==> src/verilog/usa_pkg.sv <==
// constants, field layouts and carrier types for the uart status / aux block
// assumes one 250 MHz clock and an APB master with 32-bit data
package usa_pkg;
	localparam int ADDR_W = 6;
	localparam int DATA_W = 32;
	// register indices, byte address is index * 4
	localparam logic [3:0] IDX_DIV_LOW = 4'h0;
	localparam logic [3:0] IDX_DIV_HIGH = 4'h1;
	localparam logic [3:0] IDX_LINK_CTRL = 4'h3;
	localparam logic [3:0] IDX_LINK_STATUS = 4'h5;
	localparam logic [3:0] IDX_MODEM_STATUS = 4'h6;
	localparam logic [3:0] IDX_AUX = 4'h7;
	localparam logic [3:0] IDX_CONFIG = 4'h8;
	localparam logic [3:0] IDX_MODEM_CTRL = 4'h9;
	localparam int IDX_LSB = 2;
	// link control / bank select
	localparam int BANK_SEL_BIT = 7;
	localparam logic [7:0] LINK_CTRL_BANK2 = 8'he0;
	// config register fields
	localparam int CFG_W = 10;
	localparam int CFG_EXT = 0;
	localparam int CFG_LOCK = 1;
	localparam int CFG_LOOP = 2;
	localparam int CFG_MODE_LO = 3;
	localparam int CFG_IR_MODEM_STATUS_SELECT = 6;
	localparam int CFG_MSIE = 7;
	localparam int CFG_PRESCALE_LO = 8;
	// modem control fields
	localparam int MC_DTR = 0;
	localparam int MC_RTS = 1;
	localparam int MC_RILP = 2;
	localparam int MC_DCDLP = 3;
	// operation modes
	localparam logic [2:0] MODE_UART = 3'h0;
	localparam logic [2:0] MODE_ASK_IR = 3'h2;
	localparam logic [2:0] MODE_SIR = 3'h3;
	localparam logic [2:0] MODE_CONSUMER_IR = 3'h6;
	// aux status / control fields
	localparam int AUX_RX_TOUT = 0;
	localparam int AUX_EOT = 2;
	localparam int AUX_WDG = 4;
	localparam int AUX_RX_ACTIVE_FLAG = 5;
	localparam int AUX_IR_TX_UNDERRUN = 6;
	localparam logic [7:0] AUX_TX_RST_MASK = 8'h44;
	localparam logic [7:0] AUX_RX_RST_MASK = 8'h33;
	// link status and modem status
	localparam int LSR_TX_EMPTY = 6;
	localparam int LSR_ERR_SUMMARY = 7;
	localparam logic [7:0] MSR_IR_FIXED = 8'h30;
	localparam int RI_BIT = 2;
	// baud chain: mclk -> 24 MHz reference -> prescale -> divisor -> 16
	localparam int MCLK_KHZ = 250000;
	localparam int REF_KHZ = 24000;
	localparam int RATE_GCD_KHZ = 2000;
	localparam logic [7:0] REF_STEP = 8'(REF_KHZ / RATE_GCD_KHZ);
	localparam logic [7:0] REF_LIM = 8'(MCLK_KHZ / RATE_GCD_KHZ);
	localparam logic [1:0] PRESCALE_13 = 2'h0;
	localparam logic [1:0] PRESCALE_1625 = 2'h1;
	localparam logic [1:0] PRESCALE_1 = 2'h2;
	localparam logic [4:0] PRE_STEP_13 = 5'h1;
	localparam logic [4:0] PRE_STEP_1625 = 5'h8;
	localparam logic [4:0] PRE_LIM_13 = 5'hd;
	localparam logic [4:0] PRE_LIM_1 = 5'h1;
	localparam logic [3:0] OVERSAMPLE_LAST = 4'hf;

	typedef struct packed {
		logic psel;
		logic penable;
		logic pwrite;
		logic [ADDR_W-1:0] paddr;
		logic [DATA_W-1:0] pwdata;
	} usa_apb_req_t;

	typedef struct packed {
		logic pready;
		logic pslverr;
		logic [DATA_W-1:0] prdata;
	} usa_apb_rsp_t;

	typedef struct packed {
		logic ctsN;
		logic dsrN;
		logic riN;
		logic dcdN;
	} usa_modem_in_t;

	typedef struct packed {
		logic txHoldEmpty;
		logic txFrontIdle;
		logic rxErrInFifo;
		logic basicMode;
		logic rxTimeout;
		logic rxFifoRead;
		logic txFifoWrite;
		logic txStarved;
		logic irPulse;
		logic txSoftReset;
		logic rxSoftReset;
	} usa_core_evt_t;

	typedef struct packed {
		logic dtrN;
		logic rtsN;
		logic modemStatusEvent;
		logic txHalt;
		logic rxActive;
		logic endOfTxMark;
		logic extendedMode;
		logic loopback;
		logic [2:0] mode;
		logic baudX16Tick;
		logic baudTick;
		logic fallbackPulse;
	} usa_ctl_out_t;

	typedef struct packed {
		usa_apb_rsp_t rsp;
		usa_ctl_out_t out;
		logic [7:0] linkCtrl;
		logic [CFG_W-1:0] cfg;
		logic [3:0] mctrl;
		logic [7:0] scratch;
		logic [7:0] aux;
		logic [15:0] divisor;
		logic [3:0] deltas;
		logic [3:0] lineAsserted;
		logic primed;
		logic errSummary;
		logic [7:0] refAcc;
		logic [4:0] preAcc;
		logic [15:0] divCnt;
		logic [3:0] bitCnt;
	} usa_state_t;
endpackage

==> src/verilog/usa_status_aux.sv <==
// link status upper bits, modem status, scratch / aux register, legacy divisor
// assumes an APB master on mclk and core event pulses synchronous to mclk
`timescale 1ns/1ps

module usa_status_aux
	import usa_pkg::*;
(
	// clock and reset
	input wire logic mclk,
	input wire logic rst,
	// apb slave
	input wire usa_apb_req_t apbReq,
	output usa_apb_rsp_t apbRsp,
	// modem lines
	input wire usa_modem_in_t modemIn,
	// core events
	input wire usa_core_evt_t coreEvt,
	// control outputs
	output usa_ctl_out_t ctlOut
);

	usa_state_t s;
	usa_state_t n;

	function automatic logic isDivPort(input logic [3:0] idx, input logic [7:0] lcr);
		logic bank1;
		bank1 = lcr[BANK_SEL_BIT] && (lcr != LINK_CTRL_BANK2);
		return bank1 && ((idx == IDX_DIV_LOW) || (idx == IDX_DIV_HIGH));
	endfunction

	function automatic logic [2:0] effMode(input logic [CFG_W-1:0] cfg);
		return cfg[CFG_EXT] ? cfg[CFG_MODE_LO +: 3] : MODE_UART;
	endfunction

	////////////////////////////////////////////////////////////////////////

	logic [3:0] idx;
	logic bank0;
	logic setup;
	logic act;
	logic wr;
	logic rd;
	logic ext;
	logic irMode;
	logic cir;
	logic locked;
	logic modeChg;
	logic [3:0] pinAss;
	logic [3:0] loopAss;
	logic [3:0] src;
	logic [3:0] chg;
	logic [3:0] newDelta;
	logic [3:0] deltaClr;
	logic [7:0] rdByte;
	logic mapped;
	logic errSet;
	logic errClr;
	logic [7:0] aux;
	logic [7:0] sum8;
	logic [4:0] preStep;
	logic [4:0] preLim;
	logic [4:0] sum5;
	logic preTick;

	assign apbRsp = s.rsp;
	assign ctlOut = s.out;

	always_comb begin
		n = s;
		idx = apbReq.paddr[IDX_LSB +: 4];
		bank0 = !s.linkCtrl[BANK_SEL_BIT];
		setup = apbReq.psel && !apbReq.penable;
		act = apbReq.psel && apbReq.penable && s.rsp.pready && !s.rsp.pslverr;
		wr = act && apbReq.pwrite;
		rd = act && !apbReq.pwrite;
		ext = s.cfg[CFG_EXT];
		irMode = effMode(s.cfg) != MODE_UART;
		cir = effMode(s.cfg) == MODE_CONSUMER_IR;
		locked = !ext && s.cfg[CFG_LOCK];
		n.out.baudX16Tick = 1'b0;
		n.out.baudTick = 1'b0;
		n.out.fallbackPulse = 1'b0;

		////////////////////////////////////////////////////////////////
		// modem inputs, loopback routing and edge detection
		// the lines only feed this status path, never tx or rx
		pinAss = ~{modemIn.dcdN, modemIn.riN, modemIn.dsrN, modemIn.ctsN};
		if (ext) begin
			loopAss = {s.mctrl[MC_RTS], s.mctrl[MC_DTR], s.mctrl[MC_DTR], s.mctrl[MC_RTS]};
		end else begin
			loopAss = {s.mctrl[MC_DCDLP], s.mctrl[MC_RILP], s.mctrl[MC_DTR], s.mctrl[MC_RTS]};
		end
		src = s.cfg[CFG_LOOP] ? loopAss : pinAss;
		chg = s.primed ? (src ^ s.lineAsserted) : 4'h0;
		newDelta = chg;
		newDelta[RI_BIT] = s.primed && s.lineAsserted[RI_BIT] && !src[RI_BIT];
		n.lineAsserted = src;
		n.primed = 1'b1;

		////////////////////////////////////////////////////////////////
		// read data, captured in the setup cycle
		mapped = 1'b1;
		rdByte = 8'h0;
		unique case (idx)
			IDX_DIV_LOW: begin
				mapped = isDivPort(idx, s.linkCtrl);
				rdByte = s.divisor[7:0];
			end
			IDX_DIV_HIGH: begin
				mapped = isDivPort(idx, s.linkCtrl);
				rdByte = s.divisor[15:8];
			end
			IDX_LINK_CTRL: begin
				rdByte = s.linkCtrl;
			end
			IDX_LINK_STATUS: begin
				mapped = bank0;
				rdByte[LSR_TX_EMPTY] = coreEvt.txHoldEmpty && coreEvt.txFrontIdle;
				rdByte[LSR_ERR_SUMMARY] = s.errSummary;
			end
			IDX_MODEM_STATUS: begin
				mapped = bank0;
				if (irMode && s.cfg[CFG_IR_MODEM_STATUS_SELECT]) begin
					rdByte = MSR_IR_FIXED;
				end else begin
					rdByte = {src, s.deltas};
				end
			end
			IDX_AUX: begin
				mapped = bank0;
				rdByte = ext ? s.aux : s.scratch;
			end
			IDX_CONFIG: begin
				rdByte = s.cfg[7:0];
			end
			IDX_MODEM_CTRL: begin
				rdByte = {4'h0, s.mctrl};
			end
			default: begin
				mapped = 1'b0;
			end
		endcase
		n.rsp.pready = setup;
		n.rsp.pslverr = setup && !mapped;
		if (setup) begin
			n.rsp.prdata = (apbReq.pwrite || !mapped) ? '0 : {24'h0, rdByte};
		end

		////////////////////////////////////////////////////////////////
		// plain register writes
		if (wr && idx == IDX_LINK_CTRL) begin
			n.linkCtrl = apbReq.pwdata[7:0];
		end
		if (wr && idx == IDX_CONFIG) begin
			n.cfg = apbReq.pwdata[CFG_W-1:0];
		end
		if (wr && idx == IDX_MODEM_CTRL) begin
			n.mctrl = apbReq.pwdata[3:0];
		end
		if (wr && idx == IDX_AUX && !ext) begin
			n.scratch = apbReq.pwdata[7:0];
		end

		////////////////////////////////////////////////////////////////
		// legacy divisor ports and fallback
		if (act && isDivPort(idx, s.linkCtrl) && !locked) begin
			n.out.fallbackPulse = 1'b1;
			n.cfg[CFG_EXT] = 1'b0;
			if (ext) begin
				n.cfg[CFG_MODE_LO +: 3] = MODE_UART;
			end
			if (apbReq.pwrite) begin
				if (idx == IDX_DIV_LOW) begin
					n.divisor[7:0] = apbReq.pwdata[7:0];
				end else begin
					n.divisor[15:8] = apbReq.pwdata[7:0];
				end
			end
		end
		modeChg = effMode(n.cfg) != effMode(s.cfg);

		////////////////////////////////////////////////////////////////
		// modem status deltas and event, set wins over clear
		deltaClr = 4'h0;
		if (rd && idx == IDX_MODEM_STATUS) begin
			deltaClr = s.rsp.prdata[3:0];
		end
		if (modeChg && !s.cfg[CFG_IR_MODEM_STATUS_SELECT]) begin
			deltaClr = 4'hf;
		end
		n.deltas = (s.deltas & ~deltaClr) | newDelta;
		n.out.modemStatusEvent = n.cfg[CFG_MSIE] && (n.deltas != 4'h0);

		////////////////////////////////////////////////////////////////
		// error summary in link status
		errSet = coreEvt.rxErrInFifo && (effMode(s.cfg) != MODE_CONSUMER_IR);
		errClr = rd && idx == IDX_LINK_STATUS && s.rsp.prdata[LSR_ERR_SUMMARY];
		if (!ext && coreEvt.basicMode) begin
			n.errSummary = 1'b0;
		end else begin
			n.errSummary = (s.errSummary && !errClr) || errSet;
		end

		////////////////////////////////////////////////////////////////
		// aux status / control
		aux = s.aux;
		if (coreEvt.txFifoWrite) begin
			aux[AUX_EOT] = 1'b0;
		end
		if (wr && idx == IDX_AUX && ext) begin
			aux[AUX_EOT] = apbReq.pwdata[AUX_EOT];
			if (apbReq.pwdata[AUX_RX_ACTIVE_FLAG]) begin
				aux[AUX_RX_ACTIVE_FLAG] = 1'b0;
			end
			if (apbReq.pwdata[AUX_IR_TX_UNDERRUN]) begin
				aux[AUX_IR_TX_UNDERRUN] = 1'b0;
			end
		end
		if (rd && idx == IDX_AUX && ext && s.rsp.prdata[AUX_WDG]) begin
			aux[AUX_WDG] = 1'b0;
		end
		if (coreEvt.rxFifoRead) begin
			aux[AUX_RX_TOUT] = 1'b0;
		end
		if (coreEvt.txSoftReset) begin
			aux = aux & ~AUX_TX_RST_MASK;
		end
		if (coreEvt.rxSoftReset) begin
			aux = aux & ~AUX_RX_RST_MASK;
		end
		if (modeChg) begin
			aux = 8'h0;
		end
		if (coreEvt.rxTimeout && ext) begin
			aux[AUX_RX_TOUT] = 1'b1;
		end
		if (cir && coreEvt.irPulse) begin
			aux[AUX_WDG] = 1'b1;
			aux[AUX_RX_ACTIVE_FLAG] = 1'b1;
		end
		if (cir && coreEvt.txStarved && !s.aux[AUX_EOT]) begin
			aux[AUX_IR_TX_UNDERRUN] = 1'b1;
		end
		if (effMode(n.cfg) != MODE_CONSUMER_IR) begin
			aux[AUX_IR_TX_UNDERRUN] = 1'b0;
		end
		n.aux = aux;

		////////////////////////////////////////////////////////////////
		// baud chain
		sum8 = s.refAcc + REF_STEP;
		preTick = 1'b0;
		if (sum8 >= REF_LIM) begin
			n.refAcc = sum8 - REF_LIM;
			unique case (s.cfg[CFG_PRESCALE_LO +: 2])
				PRESCALE_1625: begin
					preStep = PRE_STEP_1625;
					preLim = PRE_LIM_13;
				end
				PRESCALE_1: begin
					preStep = PRE_STEP_13;
					preLim = PRE_LIM_1;
				end
				default: begin
					preStep = PRE_STEP_13;
					preLim = PRE_LIM_13;
				end
			endcase
			sum5 = s.preAcc + preStep;
			if (sum5 >= preLim) begin
				n.preAcc = sum5 - preLim;
				preTick = 1'b1;
			end else begin
				n.preAcc = sum5;
			end
		end else begin
			n.refAcc = sum8;
			preStep = PRE_STEP_13;
			preLim = PRE_LIM_13;
			sum5 = s.preAcc;
		end
		if (n.divisor != s.divisor) begin
			n.divCnt = n.divisor;
		end else if (preTick && s.divisor != 16'h0) begin
			if (s.divCnt <= 16'h1) begin
				n.divCnt = s.divisor;
				n.out.baudX16Tick = 1'b1;
				n.bitCnt = s.bitCnt + 4'h1;
				n.out.baudTick = s.bitCnt == OVERSAMPLE_LAST;
			end else begin
				n.divCnt = s.divCnt - 16'h1;
			end
		end

		////////////////////////////////////////////////////////////////
		// registered control outputs
		n.out.dtrN = n.cfg[CFG_LOOP] || !n.mctrl[MC_DTR];
		n.out.rtsN = n.cfg[CFG_LOOP] || !n.mctrl[MC_RTS];
		n.out.txHalt = n.aux[AUX_IR_TX_UNDERRUN];
		n.out.rxActive = n.aux[AUX_RX_ACTIVE_FLAG];
		n.out.endOfTxMark = n.aux[AUX_EOT];
		n.out.extendedMode = n.cfg[CFG_EXT];
		n.out.loopback = n.cfg[CFG_LOOP];
		n.out.mode = effMode(n.cfg);
	end

	always_ff @(posedge mclk or posedge rst) begin
		if (rst) begin
			s <= '0;
			s.out.dtrN <= 1'b1;
			s.out.rtsN <= 1'b1;
		end else begin
			s <= n;
		end
	end

endmodule

==> config.mk <==
export PLATFORM = sky130hd
export DESIGN_NAME = usa_status_aux
export DESIGN_NICKNAME = d
export VERILOG_FILES = /design/src/verilog/usa_pkg.sv /design/src/verilog/usa_status_aux.sv
export SDC_FILE = /design/constraint.sdc
export NUM_CORES = 1
export LEC_CHECK = 0
export ABC_AREA = 1
export BUFFER_PORTS_ARGS = -buffer_cell sky130_fd_sc_hd__clkbuf_2
export CORE_ASPECT_RATIO = 0.7
export CORE_MARGIN = 3
export CORE_UTILIZATION = 55
export CTS_CLUSTER_DIAMETER = 80
export DETAILED_ROUTE_END_ITERATION = 16
export PLACE_DENSITY = 0.82
export SLEW_MARGIN = 25
export SYNTH_ARGS = -nofsm -noshare
export SYNTH_HDL_FRONTEND = slang
export SYNTH_SLANG_ARGS = --single-unit
==> constraint.sdc <==
create_clock -name mclk -period 4.4 [get_ports mclk]
set_input_delay 0.66 -clock mclk [delete_from_list [all_inputs] [get_ports mclk]]
set_output_delay 0.66 -clock mclk [all_outputs]
set_load 0.1 [all_outputs]
# == Word-level counts from Yosys, hierarchy flattened ==
# Index checks and enable logic that the tools add are counted.
# word_totals
reg_bits,145
input_bits,58
output_inout_bits,48
elab_cells,182
# op_classes
addsub,6
magnitude_cmp,3
n_eq_ne,16
mux,53
n_bitwise,6
n_reduce_logical,66
# ops
operator,count
$mux W16,4
$mux W8,8
$pmux W6 S7,1
$logic_and A1 B1 Y1,38
$mux W4,8
$mux W20,1
$le A16 B1 Y1 const B,1
$ne A16 B16 Y1,1
$reduce_bool A16 Y1,1
$sub A16 B1 Y16 const B,1
$mux W5,3
$mux W1,14
$pmux W2 S7,1
$logic_not A1 Y1,13
$eq A4 B3 Y1 const B,3
$eq A4 B4 Y1 const B,3
$mux W2,6
$mux W3,4
$add A8 B4 Y8 const B,1
$ge A8 B7 Y1 const B,1
$ne A8 B8 Y1 const B,1
$not A4 Y4,2
$sub A8 B7 Y8 const B,1
$mux W7,1
other kinds (25),32

# == Depth between registers and ports, before layout ==
# Gate-level depths: netlist (run 1).
# depth
ltp_word,17
depth_mapped,17

# == Worst setup path before layout (run 1) ==
# Ideal clock, no wire load.
# synth_path
path_kind,register to register
startpoint,register s[88] in the netlist's numbering
endpoint,register s[19] in the netlist's numbering
setup_time_ps,123
arrival_ps,2641
required_time_ps,4277
path_slack_ps,1636
path_stages_with_launch,15
n_path_buf,1
period_less_slack_ps,2764
cell_sequence,dfrtp_1 > nor2_1 > inv_1 > ha_1 > ha_1 > xor2_1 > ha_1 > a31o_2 > inv_1 > nand3_1 > nand3_1 > clkbuf_1 > nor2_1 > o21ai_0 > nand2_1
# synth_between
elab_chain_len,9
word_cells_on_any_way,12
# synth_rtl
item,line_no,text
from (decl),usa_status_aux.sv:22,usa_state_t s;
from (signal assigned),usa_status_aux.sv:313,s <= n;
$eq A2 B1 Y1,usa_status_aux.sv:255,unique case (s.cfg[CFG_PRESCALE_LO +: 2])
$mux W4,usa_status_aux.sv:255,
$mux W5,usa_status_aux.sv:253,if (sum8 >= REF_LIM) begin
$add A5 B5 Y5,usa_status_aux.sv:269,sum5 = s.preAcc + preStep;
$ge A5 B5 Y1 *,usa_status_aux.sv:270,if (sum5 >= preLim) begin
$mux W1 *,usa_status_aux.sv:270,
$mux W1 *,usa_status_aux.sv:253,
$logic_and A1 B1 Y1 *,usa_status_aux.sv:284,end else if (preTick && s.divisor != 16'h0) begin
$reduce_bool A2 Y1 (no source line) *,-,
# Every way passes the cells marked *; elsewhere a longest branch is shown, timed or not. The select of a mux whose other input is x is not followed.
# A chain may end at the register's enable or synchronous reset.

==> impl_metrics.toml, run 1 <==
[status]
status = "finished clean"

[worst_setup_path]
arrival_ns = 3.92
reg2regPathDepth = 16
startpoint = "s[87]$_DFFE_PP0P_"
crit_path_end_kind = "register"
worstSetupPathType = "reg -> reg"
crit-reg2reg-launch = "s[87]$_DFFE_PP0P_"
r2r-end = "ctlOut[2]$_DFF_PP0_"
cp-start-kind = "register"
critPathRequiredTime_ns = 4.74
crit_fanout = 15
ff2ff_setup_slack_ns = 0.82

[synthesis]
synth_area_um2 = 7182
synthesis.instances = 962
yosysMostFrequentCell = "nand2_1"
synthTopCellsByCount = "nand2_1 (200), inv_1 (125), dfrtp_1 (111)"
yosys.cell_types.count = 45
async_flop_share_pct = 100.0
synth_area_leaders = "dfrtp_1 (39%), nand2_1 (10%), o21ai_0 (7.2%)"
yosysTopAreaCellShare_pct = 38.68
synth.avg_cell_area_um2 = 7.466
yosysTopAreaCell = "dfrtp_1"
yosys_warnings = 0
ys_seq_area_share_pct = 39.41
synth-edff-count = 0
synthFlopType = "dfrtp_1"
ys_seq_elements = 113

[cts]
cts_setup_buffers = 0
insertion_delay_ns = 0.42
cts_resized = 0
numCtsBuffers = 17
clkTransAtPathRegs_ns = 0.06
hold_buffers = 0
tritoncts = "done"
root_buffer = "clkbuf_16"
clk_path_buf_depth = 2
cts.sinks = 113
htreeDepth = 4

[timing]
timing.setup.tns_ns = 0
rsz0062_at_grt = "no"
final-setup-viol-count = 0
min_period_ns = 3.584
slew_violations = 0
slew_headroom_pct = 38.40
fmax_mhz = 279.0
worst_pin_slew_ns = 0.9210
finClkSkew_ns = 0.01133
hold_viol = 0
fin_crit_sh_pct = 81.45

[floorplanning]
rows = 34
ios = 106
dieHeight_um = 101.6
die-width_um = 142.6
start_util_pct = 57.03
core_um2 = 12590
die_area_um2 = 14490

[place]
gp_congestion = 0.9818
numPlacedInstances = 1142
dp_hpwl_um = 14220
port_buffers = 57
post_dp_cell_area_um2 = 7323

[layout]
antenna_cells = 0
drive_above_1_share_pct = 12.85
fillCellCount = 1097
final_cells = 1174
finalInstanceArea_um2 = 7965
final_nets = 1070
areaGrowthSynthToFinish_pct = 10.91

[routing]
dr.pass1.iters = 5
finalWirelength_um = 19710
drc = 0
viasPerCell = 5.761
vias = 6764
ant_nets = 0
dr.first_iter.drc_count = 882
wire_per_inst_um = 16.79

[power]
ir_drop_uv = 290.1
power_frac_comb_pct = 21.4
p_clk_share_pct = 44.4
p_seq_share_pct = 34.3
internal_power_uw = 2264
swShare_pct = 33.09
leakagePower_uw = 0.004039
switching_power_uw = 1120
p_per_area_nw_per_um2 = 424.9

[flow_run]
cap_violations = 0

[global_routing]
grt_pass1_wl_um = 31470
grt_pass1_vias = 6041
grt_usage_pct = 27.81
antenna_found_initial = 0
gr-total-overflow = 0
grt_max_degree = 65

[min_path]
hp-class = "in -> async"
==> metrics by stage <==
stage / hold slack (ns) / setup WS, ns / power, µW / utilization (%)
after detailed placement: 0.4778 / 0.9719 / 1877 / 58.16
after global routing: 0.4174 / 0.4990 / 3523 / 63.26
after CTS: 0.4190 / 0.8893 / 3382 / 63.26
after floorplan: 0.4530 / 0.7560 / 1749 / -
final: 0.4094 / 0.8161 / 3384 / 63.26
after global placement: 0.4663 / 1.093 / 1853 / 58.16
==> power by group through the flow <==
stage	combinational (µW)	clock, µW	sequential [µW]
floorplan	594	0	1160
global route	794	1560	1170
CTS	712	1510	1160
global placement	682	0	1170
detailed placement	704	0	1170
finish	723	1500	1160
==> critical path: stages (launching register included) <==
cell and delay (ns):
dfrtp_1 0.34, inv_1 0.05, nor2_1 0.15, inv_1 0.06, ha_1 0.19, ha_1 0.21, xor2_1 0.16, ha_1 0.36
o21ai_0 0.13, nand2_1 0.09, nand2_1 0.07, nand3_1 0.34, nand3_1 0.53, buf_4 0.39, nor2_1 0.18, inv_1 0.09
nor2_1 0.14
==> metal layers <==
metal	share of wire [%]	GRT usage [%]
met1	44	42.37
met2	41	39.32
met3	13	7.551
met4	1.3	6.501
met5	0	0
==> flip-flops by register name (all words and copies together), names as in the netlist <==
signal	count
s	92
apbRsp	10
ctlOut	10
ext	1
==> layout by cell type, fill, tap and decap left out, types with 4 or more instances in the layout <==
cell type,n
a21oi_1,19
a221oi_1,4
a22oi_1,5
a31oi_1,4
buf_4,10
bufinv_16,4
clkbuf_16,17
clkbuf_2,57
clkinv_4,5
conb_1,25
dfrtp_1,111
ha_1,13
inv_1,124
inv_2,4
nand2_1,200
nand2_2,4
nand3_1,80
nand3b_1,7
nand4_1,31
nor2_1,78
nor3_1,10
nor4_1,5
o211ai_1,4
o21ai_0,103
o21ai_1,6
o22ai_1,10
or2_2,4
xnor2_1,11
xor2_1,17
==> area by class of cell <==
cell class | instances | area, µm² | share of cell area [%]
Tap cell | 162 | 202.7 | 2.545
Timing Repair Buffer | 67 | 360.3 | 4.524
Clock buffer | 18 | 439.2 | 5.514
Sequential cell | 113 | 2830 | 35.53
Inverter | 132 | 498.0 | 6.252
Clock inverter | 14 | 202.7 | 2.545
Multi-Input combinational cell | 668 | 3432 | 43.09
==> worst max path at each step <==
stage	cells after the start	slack [ns]	to
final	16	0.82	ctlOut[2]$_DFF_PP0_
after global routing	15	0.50	ctlOut[2]$_DFF_PP0_
after CTS	15	0.89	ctlOut[2]$_DFF_PP0_
after detailed placement	15	0.97	ctlOut[2]$_DFF_PP0_
after global placement	16	1.09	s[15]$_DFFE_PP0P_
after floorplan	1	0.76	apbRsp[0]$_DFFE_PP0P_
==> cells by family after synthesis <==
family	synth area share, %
xor gates and xnor gates	3.415
other	0.1046
and+or+nand+nor	27.42
DFF	39.41
AOI/OAI and AO/OA	13.29
adders and majority gates	2.265
buffers and inverters	14.09
No activity file was read; power rests on OpenSTA's default activity.
==> run 2: changes to the inputs <==
==> constraint.sdc (replaced) <==
create_clock -name mclk -period 3.6 [get_ports mclk]
set_input_delay 0.54 -clock mclk [delete_from_list [all_inputs] [get_ports mclk]]
set_output_delay 0.54 -clock mclk [all_outputs]
set_load 0.1 [all_outputs]
==> run 2 against run 1 <==
  * Hold slack worse by 0.15 ns
  * Via count up 0.81%
  * Register-to-register slack worse by 0.20 ns
  * Core utilization about the same
  * Flip-flop and latch count unchanged
  * Combinational power up 23%
  * Critical path type unchanged
  * Largest power group unchanged
  * Highest routed layer unchanged
==> impl_metrics.toml, run 2 (synthesized netlist as in run 1, its figures left out) <==
[layout]
antenna_cells = 0
finalInstanceArea_um2 = 7959
ff_latch_area_um2 = 2830
final_common_cell = "nand2_1"
finalCoreUtilization_pct = 63.21
top_register = "s"
fillCellCount = 1083
areaGrowthSynthToFinish_pct = 10.82
final_cell_mix = "nand2_1 (200), inv_1 (124), dfrtp_1 (111)"
final_nets = 1070
largest_register_ffs = 92
drive_above_1_share_pct = 12.85
multiInputGateArea_um2 = 3432

[global_routing]
grt_usage_pct = 27.99
grt_pass1_vias = 6262
antenna_found_initial = 0
gr-total-overflow = 0
grt_max_degree = 62
grt_pass1_wl_um = 31980

[timing]
final-setup-viol-count = 0
slew_violations = 0
slew_headroom_pct = 47.53
rsz0062_at_grt = "no"
finClkSkew_ns = 0.009492
worst_pin_slew_ns = 0.7870
setup_slack_ns = 0.6160
fmax_mhz = 335.1
fin_crit_sh_pct = 82.89
hold_viol = 0
whs_ns = 0.2636
min_period_ns = 2.984
timing.setup.tns_ns = 0

[cts]
clk_path_buf_depth = 2
cts_setup_buffers = 0
htreeDepth = 4
clkTransAtPathRegs_ns = 0.06
cts.sinks = 113
root_buffer = "clkbuf_16"
hold_buffers = 0
numCtsBuffers = 17
cts_resized = 0
insertion_delay_ns = 0.41
tritoncts = "done"

[worst_setup_path]
critPathRequiredTime_ns = 3.94
worstSetupPathType = "reg -> reg"
arrival_ns = 3.33
crit_path_end_kind = "register"
cp-start-kind = "register"
reg2regPathDepth = 15
crit_fanout = 19

[floorplanning]
die-width_um = 142.6
start_util_pct = 57.03
die_area_um2 = 14490
dieHeight_um = 101.6
rows = 34
ios = 106
core_um2 = 12590

[min_path]
hp-class = "in -> async"

[status]
status = "finished clean"

[routing]
wire_per_inst_um = 16.89
dr.first_iter.drc_count = 769
viasPerCell = 5.808
ant_nets = 0
finalWirelength_um = 19830
dr.pass1.iters = 6
vias = 6819
drc = 0

[flow_run]
cap_violations = 0

[place]
dp_hpwl_um = 14230
post-place-ws_ns = 0.5944
port_buffers = 57
post_dp_cell_area_um2 = 7336
gp_congestion = 0.9808

[power]
p_per_area_nw_per_um2 = 513.0
leakagePower_uw = 0.004027
ir_drop_uv = 337.4
-- run 2: changes by cell type in the layout (fill, tap and decap cells not counted) --
cell,before,now
clkinv_4,5,2
clkinvlp_4,1,4
clkbuf_8,1,3
inv_6,3,1
buf_12,0,1
buf_4,10,9
bufinv_16,4,3
clkinv_2,1,2
-- run 2: cell type report --
type / instances / share of cell area (%)
Sequential cell: 113 / 35.56
Inverter: 132 / 6.257
Multi-Input combinational cell: 668 / 43.12
Tap cell: 162 / 2.547
Clock inverter: 12 / 1.965
Timing Repair Buffer: 67 / 4.685
Clock buffer: 20 / 5.864
-- run 2: metal layers --
| layer | routed length [µm] | vias to the layer above | global-route usage, % |
|---|---|---|---|
| li1 | - | 3179 | - |
| met1 | 8865 | 3189 | 41.16 |
| met2 | 8114 | 409 | 39.11 |
| met3 | 2532 | 42 | 9.910 |
| met4 | 314 | 0 | 7.524 |
| met5 | 0 | - | 0 |
-- run 2: stage by stage --
step	cells	power [µW]
floorplan	985	2138
global placement	1142	2290
detailed placement	1142	2312
CTS	1174	4078
global route	1174	4256
finish	1174	4083
-- run 2: where the power goes --
part           switching [µW]  leakage, µW  internal (µW)
Combinational             641      0.00225            249
Clock                     628     0.000295           1140
Sequential               68.5      0.00148           1350
-- run 2: critical path: stages, from the launching register on --
cell and delay [ns]:
dfrtp_1 0.37, nor2_1 0.17, inv_1 0.06, ha_1 0.20
ha_1 0.21, xor2_1 0.16, ha_1 0.35, o21ai_0 0.12
nand2_1 0.08, nand2_1 0.06, nand3_1 0.11, nand3_1 0.30
buf_4 0.32, a21oi_1 0.16, nand4_1 0.11, nand3_1 0.11
-- run 2: final timing paths --
kind                                    from                 to  slack, ns
setup / recovery           s[88]$_DFFE_PP0P_  s[14]$_DFFE_PP0P_       0.62
hold / removal                           rst    s[30]$_DFF_PP0_       0.26
setup reg to reg           s[88]$_DFFE_PP0P_  s[14]$_DFFE_PP0P_       0.62
hold reg to reg            s[90]$_DFFE_PP0P_  s[90]$_DFFE_PP0P_       0.49
max in group asynchronous                rst  s[94]$_DFFE_PP0P_       2.57
min in group mclk                 coreEvt[1]  s[61]$_DFFE_PP0P_       0.31
